[src/shared/nvc_defines.vh]
/*
 * Constants of the nested vectored interrupt controller: register
 * offsets, field positions, reset values, exception numbers and ranks.
 * Assumes inclusion by bare name from the design files.
 */
`ifndef NVC_DEFINES_VH
`define NVC_DEFINES_VH

// Register word indices on the APB window
`define NVC_OFF_SETEN 6'h00
`define NVC_OFF_CLREN 6'h01
`define NVC_OFF_SETPEND 6'h02
`define NVC_OFF_CLRPEND 6'h03
`define NVC_OFF_PRIO0 6'h04
`define NVC_OFF_PRIO7 6'h0B
`define NVC_OFF_ACTIVE 6'h0C
`define NVC_OFF_STATUS 6'h0D

// Priority field: 8 bits per line, two upper bits implemented
`define NVC_PRIO_FIELD_W 8
`define NVC_PRIO_LSB 6
`define NVC_PRIO_RST 64'h0
`define NVC_EN_RST 32'h0
`define NVC_PEND_RST 32'h0

// Lines with no source, then the shared serial line and the wake line
`define NVC_RSVD_MASK 32'h08B3_0000
`define NVC_LINE_USCI 22
`define NVC_LINE_PWRWU 28

// Exception numbers
`define NVC_VEC_RESET 6'h01
`define NVC_VEC_NMI 6'h02
`define NVC_VEC_HARD 6'h03
`define NVC_VEC_IRQ0 6'h10

// Ranks: smaller is more urgent; 3..6 are configurable levels 0..3
`define NVC_RANK_NMI 3'h1
`define NVC_RANK_HARD 3'h2
`define NVC_RANK_CFG0 3'h3
`define NVC_RANK_NONE 3'h7

// Stack frame: R0..R3, R12, LR, PC, PSR
`define NVC_STK_LAST 3'h7

// Sequencer states
`define NVC_ST_BOOT 3'h0
`define NVC_ST_IDLE 3'h1
`define NVC_ST_ENTRY 3'h2
`define NVC_ST_RET 3'h3
`define NVC_ST_DECIDE 3'h4
`define NVC_ST_POP 3'h5

`endif

[src/hdl/nvc_irq_ctrl.v]
/*
 * Nested vectored interrupt controller: APB register file, pending and
 * enable state, priority selection, stacking and vector fetch sequencer.
 * Assumes the core answers stack and vector requests on the same clock
 * and pulses i_exc_return when a handler ends.
 */
// Function
// - 32 request lines, four priority levels
// - Strictly higher new priority preempts running handler
// - Handler address read from vector table
// - Line n uses vector n+16, address times four
// - Push eight core registers, pop on return
// - Pending at return chains without restore
// - Higher request during entry replaces selection
// - Level 0 most urgent, reset to zero
// - Reset, NMI, hard fault fixed above all
// - Write-1 set/clear enable, both read back
// - Write-1 set/clear pending, both read back
// - Disabled request pends but does not activate
// - Disabling active line leaves it active
// - Clearing pending never touches active state
// - 8-bit priority fields, four per word
// - Line 28 wake request, some lines reserved
// - Line 22 ORs three serial interface requests
// - Every exception except reset runs in handler mode
`timescale 1ns/10ps
`default_nettype none
`include "nvc_defines.vh"

module nvc_irq_ctrl #(
  parameter NUM_IRQ = 32
) (
  input wire i_ref_clk,
  input wire i_rst_n,
  // APB slave
  input wire i_psel,
  input wire i_penable,
  input wire i_pwrite,
  input wire [11:0] i_paddr,
  input wire [31:0] i_pwdata,
  output reg [31:0] o_prdata,
  output wire o_pready,
  output wire o_pslverr,
  // Interrupt sources, asynchronous levels
  input wire [NUM_IRQ-1:0] i_irq_lines,
  input wire [2:0] i_universal_serial_irq,
  input wire i_power_down_wakeup_irq,
  input wire i_nmi,
  input wire i_hard_fault,
  // Stack sequencing towards the core
  output reg o_stk_req,
  output reg o_stk_push,
  output reg [2:0] o_stk_idx,
  input wire i_stk_ack,
  // Vector table read
  output reg o_vec_req,
  output wire [31:0] o_vec_addr,
  input wire i_vec_ack,
  input wire [31:0] i_vec_data,
  // Handler control
  output reg o_branch,
  output reg [31:0] o_handler_addr,
  output wire o_handler_mode,
  output wire [5:0] o_active_vec,
  input wire i_exc_return
);

  ////////////////////////////////////////////////////////////////////////
  // Input synchronisation and line composition

  wire [NUM_IRQ+5:0] raw_in;
  wire [NUM_IRQ+5:0] syn_in;
  reg [NUM_IRQ-1:0] line_lvl;
  reg nmi_dly_q;
  reg hard_dly_q;

  assign raw_in = {i_hard_fault, i_nmi, i_power_down_wakeup_irq,
                   i_universal_serial_irq, i_irq_lines};

  nvc_sync #(.WIDTH(NUM_IRQ + 6)) u_sync (
    .i_ref_clk(i_ref_clk),
    .i_rst_n(i_rst_n),
    .i_async(raw_in),
    .o_sync(syn_in)
  );

  // Shared and wake lines replace their slots; reserved lines stay quiet
  always @* begin
    line_lvl = syn_in[NUM_IRQ-1:0];
    line_lvl[`NVC_LINE_USCI] = |syn_in[NUM_IRQ+2:NUM_IRQ];
    line_lvl[`NVC_LINE_PWRWU] = syn_in[NUM_IRQ+3];
    line_lvl = line_lvl & ~`NVC_RSVD_MASK;
  end

  ////////////////////////////////////////////////////////////////////////
  // APB decode

  wire [5:0] reg_idx = i_paddr[7:2];
  wire setup_ph = i_psel & ~i_penable;
  wire wr_en = i_psel & i_penable & i_pwrite;
  reg mapped;

  always @* begin
    mapped = (i_paddr[11:8] == 4'h0) && (i_paddr[1:0] == 2'b00) &&
             (reg_idx <= `NVC_OFF_STATUS);
  end

  // Zero wait states; read data is captured during the setup cycle
  assign o_pready = 1'b1;
  assign o_pslverr = i_psel & i_penable & ~mapped;

  wire w_seten = wr_en && mapped && (reg_idx == `NVC_OFF_SETEN);
  wire w_clren = wr_en && mapped && (reg_idx == `NVC_OFF_CLREN);
  wire w_setpend = wr_en && mapped && (reg_idx == `NVC_OFF_SETPEND);
  wire w_clrpend = wr_en && mapped && (reg_idx == `NVC_OFF_CLRPEND);
  wire w_prio = wr_en && mapped && (reg_idx >= `NVC_OFF_PRIO0) &&
                (reg_idx <= `NVC_OFF_PRIO7);
  wire [2:0] prio_word = reg_idx[2:0] - 3'h4;

  ////////////////////////////////////////////////////////////////////////
  // State registers

  reg [NUM_IRQ-1:0] en_q, en_d;
  reg [NUM_IRQ-1:0] pend_q, pend_d;
  reg [NUM_IRQ-1:0] act_q, act_d;
  reg [2*NUM_IRQ-1:0] prio_q;
  reg nmi_pend_q, nmi_act_q, hard_pend_q, hard_act_q;
  reg [2:0] state_q;
  reg [5:0] sel_num_q;
  reg [2:0] sel_rank_q;
  reg [5:0] vec_num_q;
  reg push_done_q, fetch_done_q;

  ////////////////////////////////////////////////////////////////////////
  // Ranking: running level and best candidate

  reg [2:0] exec_rank;
  reg [5:0] top_num;
  reg [2:0] best_rank;
  reg [5:0] best_num;
  reg [NUM_IRQ-1:0] cand;
  reg [2:0] rk;
  integer i, j, k;

  // Configured level k maps to rank 3+k, below the fixed exceptions
  always @* begin
    exec_rank = `NVC_RANK_NONE;
    top_num = 6'h00;
    best_rank = `NVC_RANK_NONE;
    best_num = 6'h00;
    rk = 3'h0;
    cand = pend_q & en_q & ~act_q;
    // Descending scan so the lowest line wins a tie
    for (i = NUM_IRQ - 1; i >= 0; i = i - 1) begin
      rk = `NVC_RANK_CFG0 + {1'b0, prio_q[2*i +: 2]};
      if (act_q[i] && rk <= exec_rank) begin
        exec_rank = rk;
        top_num = `NVC_VEC_IRQ0 + i[5:0];
      end
      if (cand[i] && rk <= best_rank) begin
        best_rank = rk;
        best_num = `NVC_VEC_IRQ0 + i[5:0];
      end
    end
    // Fixed ranks sit above every configurable level
    if (hard_act_q) begin
      exec_rank = `NVC_RANK_HARD;
      top_num = `NVC_VEC_HARD;
    end
    if (nmi_act_q) begin
      exec_rank = `NVC_RANK_NMI;
      top_num = `NVC_VEC_NMI;
    end
    if (hard_pend_q && !hard_act_q && `NVC_RANK_HARD < best_rank) begin
      best_rank = `NVC_RANK_HARD;
      best_num = `NVC_VEC_HARD;
    end
    if (nmi_pend_q && !nmi_act_q) begin
      best_rank = `NVC_RANK_NMI;
      best_num = `NVC_VEC_NMI;
    end
  end

  assign o_handler_mode = (exec_rank != `NVC_RANK_NONE);
  assign o_active_vec = top_num;
  assign o_vec_addr = {24'h0, vec_num_q, 2'b00};

  wire preempt = best_rank < exec_rank;
  wire late = best_rank < sel_rank_q;
  wire take = (state_q == `NVC_ST_ENTRY) && push_done_q && fetch_done_q &&
              !o_vec_req && !late;
  wire ret_clr = (state_q == `NVC_ST_RET);
  wire [5:0] sel_line = sel_num_q - `NVC_VEC_IRQ0;
  wire [5:0] top_line = top_num - `NVC_VEC_IRQ0;
  wire sel_is_irq = sel_num_q >= `NVC_VEC_IRQ0;
  wire top_is_irq = top_num >= `NVC_VEC_IRQ0;

  ////////////////////////////////////////////////////////////////////////
  // Enable, pending and active next values

  // Pending sets are applied last so they beat clears, hardware sets only on lines that are not active; an enable clear beats a set
  always @* begin
    en_d = (en_q | (w_seten ? i_pwdata : 32'h0)) &
           ~(w_clren ? i_pwdata : 32'h0);
    act_d = act_q;
    pend_d = pend_q & ~(w_clrpend ? i_pwdata : 32'h0);
    if (take && sel_is_irq) begin
      pend_d[sel_line[4:0]] = 1'b0;
      act_d[sel_line[4:0]] = 1'b1;
    end
    // Only an exception return retires an active line
    if (ret_clr && top_is_irq) begin
      act_d[top_line[4:0]] = 1'b0;
    end
    pend_d = pend_d | (w_setpend ? i_pwdata : 32'h0);
    // Level request pends regardless of enable, held off from activation on
    pend_d = pend_d | (line_lvl & ~act_d);
    pend_d = pend_d & ~`NVC_RSVD_MASK;
  end

  always @(posedge i_ref_clk or negedge i_rst_n) begin
    if (!i_rst_n) begin
      en_q <= `NVC_EN_RST;
      pend_q <= `NVC_PEND_RST;
      act_q <= 32'h0;
    end else begin
      en_q <= en_d;
      pend_q <= pend_d;
      act_q <= act_d;
    end
  end

  // Priority fields keep only the upper two bits of each byte
  always @(posedge i_ref_clk or negedge i_rst_n) begin
    if (!i_rst_n) begin
      prio_q <= `NVC_PRIO_RST;
    end else if (w_prio) begin
      for (j = 0; j < 4; j = j + 1) begin
        prio_q[(prio_word * 4 + j) * 2 +: 2] <=
          i_pwdata[j * `NVC_PRIO_FIELD_W + `NVC_PRIO_LSB +: 2];
      end
    end
  end

  ////////////////////////////////////////////////////////////////////////
  // Fixed exceptions: rising edge pends, activation and return retire

  always @(posedge i_ref_clk or negedge i_rst_n) begin
    if (!i_rst_n) begin
      nmi_dly_q <= 1'b0;
      hard_dly_q <= 1'b0;
      nmi_pend_q <= 1'b0;
      nmi_act_q <= 1'b0;
      hard_pend_q <= 1'b0;
      hard_act_q <= 1'b0;
    end else begin
      nmi_dly_q <= syn_in[NUM_IRQ+4];
      hard_dly_q <= syn_in[NUM_IRQ+5];
      if (take && sel_num_q == `NVC_VEC_NMI) begin
        nmi_act_q <= 1'b1;
        nmi_pend_q <= 1'b0;
      end
      if (take && sel_num_q == `NVC_VEC_HARD) begin
        hard_act_q <= 1'b1;
        hard_pend_q <= 1'b0;
      end
      if (ret_clr && top_num == `NVC_VEC_NMI) begin
        nmi_act_q <= 1'b0;
      end
      if (ret_clr && top_num == `NVC_VEC_HARD) begin
        hard_act_q <= 1'b0;
      end
      // New edges win over the activation clear above
      if (syn_in[NUM_IRQ+4] && !nmi_dly_q) begin
        nmi_pend_q <= 1'b1;
      end
      if (syn_in[NUM_IRQ+5] && !hard_dly_q) begin
        hard_pend_q <= 1'b1;
      end
    end
  end

  ////////////////////////////////////////////////////////////////////////
  // Entry, return and boot sequencer

  always @(posedge i_ref_clk or negedge i_rst_n) begin
    if (!i_rst_n) begin
      state_q <= `NVC_ST_BOOT;
      sel_num_q <= `NVC_VEC_RESET;
      sel_rank_q <= 3'h0;
      vec_num_q <= `NVC_VEC_RESET;
      push_done_q <= 1'b0;
      fetch_done_q <= 1'b0;
      o_stk_req <= 1'b0;
      o_stk_push <= 1'b0;
      o_stk_idx <= 3'h0;
      o_vec_req <= 1'b0;
      o_branch <= 1'b0;
      o_handler_addr <= 32'h0;
    end else begin
      o_branch <= 1'b0;
      case (state_q)
        // Reset vector, nothing can interrupt it
        `NVC_ST_BOOT: begin
          if (!o_vec_req) begin
            o_vec_req <= 1'b1;
            vec_num_q <= `NVC_VEC_RESET;
          end else if (i_vec_ack) begin
            o_vec_req <= 1'b0;
            o_handler_addr <= i_vec_data;
            o_branch <= 1'b1;
            state_q <= `NVC_ST_IDLE;
          end
        end
        `NVC_ST_IDLE: begin
          if (preempt) begin
            sel_num_q <= best_num;
            sel_rank_q <= best_rank;
            state_q <= `NVC_ST_ENTRY;
            o_stk_req <= 1'b1;
            o_stk_push <= 1'b1;
            o_stk_idx <= 3'h0;
            push_done_q <= 1'b0;
            fetch_done_q <= 1'b0;
            o_vec_req <= 1'b1;
            vec_num_q <= best_num;
          end else if (i_exc_return && o_handler_mode) begin
            state_q <= `NVC_ST_RET;
          end
        end
        // Stacking and vector fetch run side by side
        `NVC_ST_ENTRY: begin
          if (o_stk_req && i_stk_ack) begin
            if (o_stk_idx == `NVC_STK_LAST) begin
              o_stk_req <= 1'b0;
              push_done_q <= 1'b1;
            end else begin
              o_stk_idx <= o_stk_idx + 3'h1;
            end
          end
          if (late) begin
            sel_num_q <= best_num;
            sel_rank_q <= best_rank;
          end
          // A fetch answered for a stale selection is simply reissued
          if (o_vec_req) begin
            if (i_vec_ack) begin
              if (vec_num_q == sel_num_q && !late) begin
                o_vec_req <= 1'b0;
                fetch_done_q <= 1'b1;
                o_handler_addr <= i_vec_data;
              end else begin
                vec_num_q <= late ? best_num : sel_num_q;
              end
            end
          end else if (!fetch_done_q || late) begin
            o_vec_req <= 1'b1;
            fetch_done_q <= 1'b0;
            vec_num_q <= late ? best_num : sel_num_q;
          end
          if (take) begin
            o_branch <= 1'b1;
            state_q <= `NVC_ST_IDLE;
          end
        end
        // Running handler retires this cycle
        `NVC_ST_RET: begin
          state_q <= `NVC_ST_DECIDE;
        end
        `NVC_ST_DECIDE: begin
          if (preempt) begin
            // Frame stays on the stack; go straight to the next handler
            sel_num_q <= best_num;
            sel_rank_q <= best_rank;
            push_done_q <= 1'b1;
            fetch_done_q <= 1'b0;
            o_vec_req <= 1'b1;
            vec_num_q <= best_num;
            state_q <= `NVC_ST_ENTRY;
          end else begin
            o_stk_req <= 1'b1;
            o_stk_push <= 1'b0;
            o_stk_idx <= 3'h0;
            state_q <= `NVC_ST_POP;
          end
        end
        `NVC_ST_POP: begin
          if (i_stk_ack) begin
            if (o_stk_idx == `NVC_STK_LAST) begin
              o_stk_req <= 1'b0;
              state_q <= `NVC_ST_IDLE;
            end else begin
              o_stk_idx <= o_stk_idx + 3'h1;
            end
          end
        end
        default: begin
          state_q <= `NVC_ST_IDLE;
        end
      endcase
    end
  end

  ////////////////////////////////////////////////////////////////////////
  // Read data, loaded in the setup cycle so it stands in the access phase

  always @(posedge i_ref_clk or negedge i_rst_n) begin
    if (!i_rst_n) begin
      o_prdata <= 32'h0;
    end else if (setup_ph && !i_pwrite) begin
      o_prdata <= 32'h0;
      if (mapped) begin
        case (reg_idx)
          `NVC_OFF_SETEN, `NVC_OFF_CLREN: begin
            o_prdata <= en_q;
          end
          `NVC_OFF_SETPEND, `NVC_OFF_CLRPEND: begin
            o_prdata <= pend_q;
          end
          `NVC_OFF_ACTIVE: begin
            o_prdata <= act_q;
          end
          `NVC_OFF_STATUS: begin
            o_prdata <= {9'h000, state_q, 1'b0, exec_rank,
                         2'b00, best_num, 2'b00, top_num};
          end
          default: begin
            for (k = 0; k < 4; k = k + 1) begin
              o_prdata[k * `NVC_PRIO_FIELD_W + `NVC_PRIO_LSB +: 2] <=
                prio_q[(prio_word * 4 + k) * 2 +: 2];
            end
          end
        endcase
      end
    end
  end

endmodule

`default_nettype wire

[src/hdl/nvc_sync.v]
/*
 * Two-flop synchroniser for a bundle of independent level inputs.
 * Assumes each bit is a slow level; no bus coherence is given.
 */
`timescale 1ns/10ps
`default_nettype none

module nvc_sync #(
  parameter WIDTH = 1
) (
  input wire i_ref_clk,
  input wire i_rst_n,
  input wire [WIDTH-1:0] i_async,
  output wire [WIDTH-1:0] o_sync
);

  reg [WIDTH-1:0] meta_q;
  reg [WIDTH-1:0] sync_q;

  // First stage feeds only the second stage
  always @(posedge i_ref_clk or negedge i_rst_n) begin
    if (!i_rst_n) begin
      meta_q <= {WIDTH{1'b0}};
      sync_q <= {WIDTH{1'b0}};
    end else begin
      meta_q <= i_async;
      sync_q <= meta_q;
    end
  end

  assign o_sync = sync_q;

endmodule

`default_nettype wire

[config.mk]
export PLATFORM = sky130hd
export DESIGN_NAME = nvc_irq_ctrl
export DESIGN_NICKNAME = d
export VERILOG_FILES = /design/src/hdl/nvc_irq_ctrl.v /design/src/hdl/nvc_sync.v
export VERILOG_INCLUDE_DIRS = /design/src /design/src/shared
export SDC_FILE = /design/constraint.sdc
export NUM_CORES = 1
export LEC_CHECK = 0
export ABC_AREA = 1
export BUFFER_PORTS_ARGS = -buffer_cell sky130_fd_sc_hd__buf_2
export CAP_MARGIN = 30
export CELL_PAD_IN_SITES_DETAIL_PLACEMENT = 1
export CELL_PAD_IN_SITES_GLOBAL_PLACEMENT = 2
export CORE_UTILIZATION = 31
export DETAILED_ROUTE_END_ITERATION = 7
export PLACE_DENSITY_LB_ADDON = 0.1
export SLEW_MARGIN = 20
export SYNTH_ARGS = -nofsm -noshare
export SYNTH_HDL_FRONTEND = slang
export SYNTH_SLANG_ARGS = --single-unit
[constraint.sdc]
create_clock -name i_ref_clk -period 26.7 [get_ports i_ref_clk]
set_input_delay 1.335 -clock i_ref_clk [delete_from_list [all_inputs] [get_ports i_ref_clk]]
set_output_delay 1.335 -clock i_ref_clk [all_outputs]
set_load 0.02 [all_outputs]
==> reports/metrics.csv <==
metric;value;unit
status;finished, violations left;
violations;setup timing;
post-synth-top-count-cell;nand2_1;
power;3.97;mW
ys_warn_count;0;
synth_cell_type_count;60;
clock_latency;580;ps
max_freq;34.6;MHz
cpMostUsedCell;nand2_2;
track_usage;27.9;%
synth_flop_cell;dfrtp_1;
fin_worst_skew;27.1;ps
drc;0;
grt_pass1_wl;147000;um
htreeDepth;2;
power.internal;2.24;mW
worst_pin_slew;1040;ps
syn_inst;2824;
powerDensity;136;nW/um2
yosys-top-cells-count;577 x nand2_1, 400 x inv_1, 327 x o21ai_0;
async_flop_share;100;%
synthAdderAreaFrac;9.24;%
synth-compound-area-share;18.5;%
overflow;0;
avgSynthCellArea;7.48;um2
rsz0062_at_grt;yes;
drtIter0Drc;1284;
fin_crit_sh;108;%
final_antenna_net_count;0;
r2r.worst_path.cells;205;
place.port_buffers;198;
ys_ff_latch;311;
crit_arrival;27540;ps
setup.worst_path.start_class;flop;
layout.nets;3740;
crit_slowest_cell;dfrtp_2;
dp_hpwl;77300;um
finalHoldViolCount;0;
drv_cap;0;
numCtsBuffers;39;
synth_top_cell_area_share;36.6;%
drt_wl_total;98400;um
num_io_pins;234;
p_leak;14.7;nW
cts_root_buffer;clkbuf_16;
p_seq_share;14.0;%
synth-edff-count;0;
synthXorXnorAreaFrac;0.124;%
endpoint_kind;output pin;
cts_num_sinks;311;
grt_max_degree;153;
period_minus_slack;28870;ps
p_switching;1.73;mW
hp-class;flop to flop;
fin_setup_tns;-227420;ps
muxShareOfSynthArea;1.71;%
synthTopCellsByArea;dfrtp_1 37%, nand2_1 10%, ha_1 9.2%, o21ai_0 7.8%, inv_1 7.1%;
worstSetupPathType;flop to output pin;
rows;95;
drive_gt1_share;32.5;%
syn_to_final_growth;37.8;%
reg2reg_from;prio_q[62];
setup_viol_count_final;143;
critPathMaxFanout;6;
cts_tree;done;
finalMaxSlewViolations;0;
reg2reg_to;o_handler_addr[5];
ff2ff_setup_slack;-1940;ps
clkPwrFrac;13.6;%
clockBufferDepth;3;
grt_pass1_vias;23800;
initial_core_util;31.4;%
route.vias.total;22800;
yosys.area_share.simple;23.9;%
gp_congestion;0.919;
min_from;u_sync.meta_q[9];
die_area;69200;um2
crit_required;25360;ps
chipWidth;263;um
yosysSeqAreaShare;36.9;%
core_region_area;67300;um2
synth_area_leader_cell;dfrtp_1;
via_per_inst;5.23;
slowest_delay;450;ps
sw_frac_of_total;43.5;%
comb_power_share;72.4;%
antenna_found_initial;4;
die_y;263;um
synth_top_family_by_area;simple AND/OR/NAND/NOR gates;
min_to;u_sync.o_sync[9];
max-vdd-ir-drop;0.200;mV
firstDrtPassIters;5;
layout_setup_ws;-2170;ps
hold_path_depth;0;
clk_pin_slew;60;ps
wl_per_cell;22.5;um
syn_area;21100;um2
max-slew-margin-rel;30.2;%
layout make-up:
type / count / area [um2]
clock inverter: 17 / 173
inverter: 412 / 1560
tap: 873 / 1090
sequential: 311 / 7790
fill: 8280 / 38200
antenna: 2 / 5.00
timing repair buffer: 658 / 4610
multi-input combinational: 2040 / 12800
clock buffer: 53 / 1110
power groups by stage:
stage / registers [mW] / clock network (mW) / logic [mW]
global route: 0.563 / 0.566 / 3.17
detailed placement: 0.565 / 0 / 2.22
global placement: 0.562 / 0 / 2.15
CTS: 0.557 / 0.551 / 2.42
finish: 0.556 / 0.538 / 2.87
floorplan: 0.595 / 0 / 1.07
through the flow:
stage / area [um2] / utilization [%] / hold WS [ps] / setup WS, ps / std cells
6_report: 29100 / 43.3 / 345 / -2170 / 4366
4_1_cts: 27600 / 41.0 / 347 / -3410 / 4315
2_1_floorplan: 21300 / - / 331 / -52.8 / 2849
3_5_place_dp: 25800 / 38.4 / 336 / -6560 / 4213
3_3_place_gp: 25800 / 38.4 / 332 / -5050 / 4212
5_1_grt: 29100 / 43.3 / 354 / -4220 / 4364
worst max-delay path, delay by kind of cell (launching register included):
family / cells / cell delay (ps)
AO/OA/AOI/OAI: 67 / 6090
flip-flops: 1 / 450
adder cells (fa/ha/maj): 30 / 8690
AND/OR/NAND/NOR: 118 / 9360
buffers and inverters: 33 / 2320
flip-flops by register name (all words and copies together), names as in the netlist, 3 cells and up:
name / cells
act_q: 32
en_q: 32
o_handler_addr: 32
o_prdata: 32
o_stk_idx: 3
pend_q: 26
prio_q: 64
sel_num_q: 6
sel_rank_q: 3
state_q: 3
u_sync.meta_q: 30
u_sync.o_sync: 30
vec_num_q: 6
logic make-up (layout without fill, tap and decap cells):
group,Yosys count,in the layout
AO/OA/AOI/OAI,691,691
XOR/XNOR,3,3
adder cells (fa/ha/maj),156,156
buffers and inverters,498,1140
flip-flops,311,311
multiplexers,32,32
other,2,29
AND/OR/NAND/NOR,1131,1131
worst max-delay path by stage:
stage                                  to  slack (ps)        from  depth (start not counted)
after floorplan                pend_q[22]         -50  prio_q[62]                        187
after global placement         pend_q[22]       -5050  prio_q[62]                        181
after detailed placement       pend_q[22]       -6560  prio_q[62]                        181
after CTS                      pend_q[22]       -3410  prio_q[62]                        208
after global routing      o_active_vec[4]       -4220  prio_q[62]                        252
final                     o_active_vec[5]       -2170  prio_q[62]                        248
routing by layer:
metal	vias to the layer above	global-route usage (%)	wire length, um
li1	10700	-	-
met1	11400	36.4	43100
met2	518	47.9	47700
met3	150	3.01	3950
met4	2	9.25	3620
met5	-	0	13
timing repair:
| action | 4_1_cts | 5_1_grt |
|---|---|---|
| setup buffers | 31 | 47 |
| hold buffers | 0 | 0 |
| setup endpoints to repair | 143 | 143 |
| resized for setup | 89 | 283 |
| cloned | 1 | 0 |
| pin swaps | 8 | 150 |
| endpoints found under the hold margin | 0 | 0 |
placed cells by master, fill, tap and decap left out, types with 13 or more instances in the layout:
| master | count |
|---|---|
| inv_2 | 24 |
| o21ai_4 | 14 |
| o211ai_1 | 14 |
| nand3_2 | 31 |
| nor2_1 | 154 |
| inv_1 | 380 |
| dfrtp_1 | 307 |
| nor3_1 | 27 |
| o21ai_0 | 208 |
| ha_4 | 27 |
| o22ai_1 | 33 |
| a21oi_2 | 26 |
| conb_1 | 27 |
| nand2_4 | 35 |
| nand4_1 | 36 |
| a21oi_1 | 139 |
| mux2_2 | 32 |
| buf_4 | 441 |
| a2bb2oi_1 | 13 |
| nor2_2 | 23 |
| a22oi_1 | 31 |
| ha_1 | 129 |
| clkbuf_16 | 40 |
| o21ai_2 | 56 |
| nand3_1 | 157 |
| buf_6 | 16 |
| nand2_1 | 529 |
| o21ai_1 | 86 |
| buf_2 | 192 |
| nand2_2 | 109 |
(Power assumes the default switching activity.)
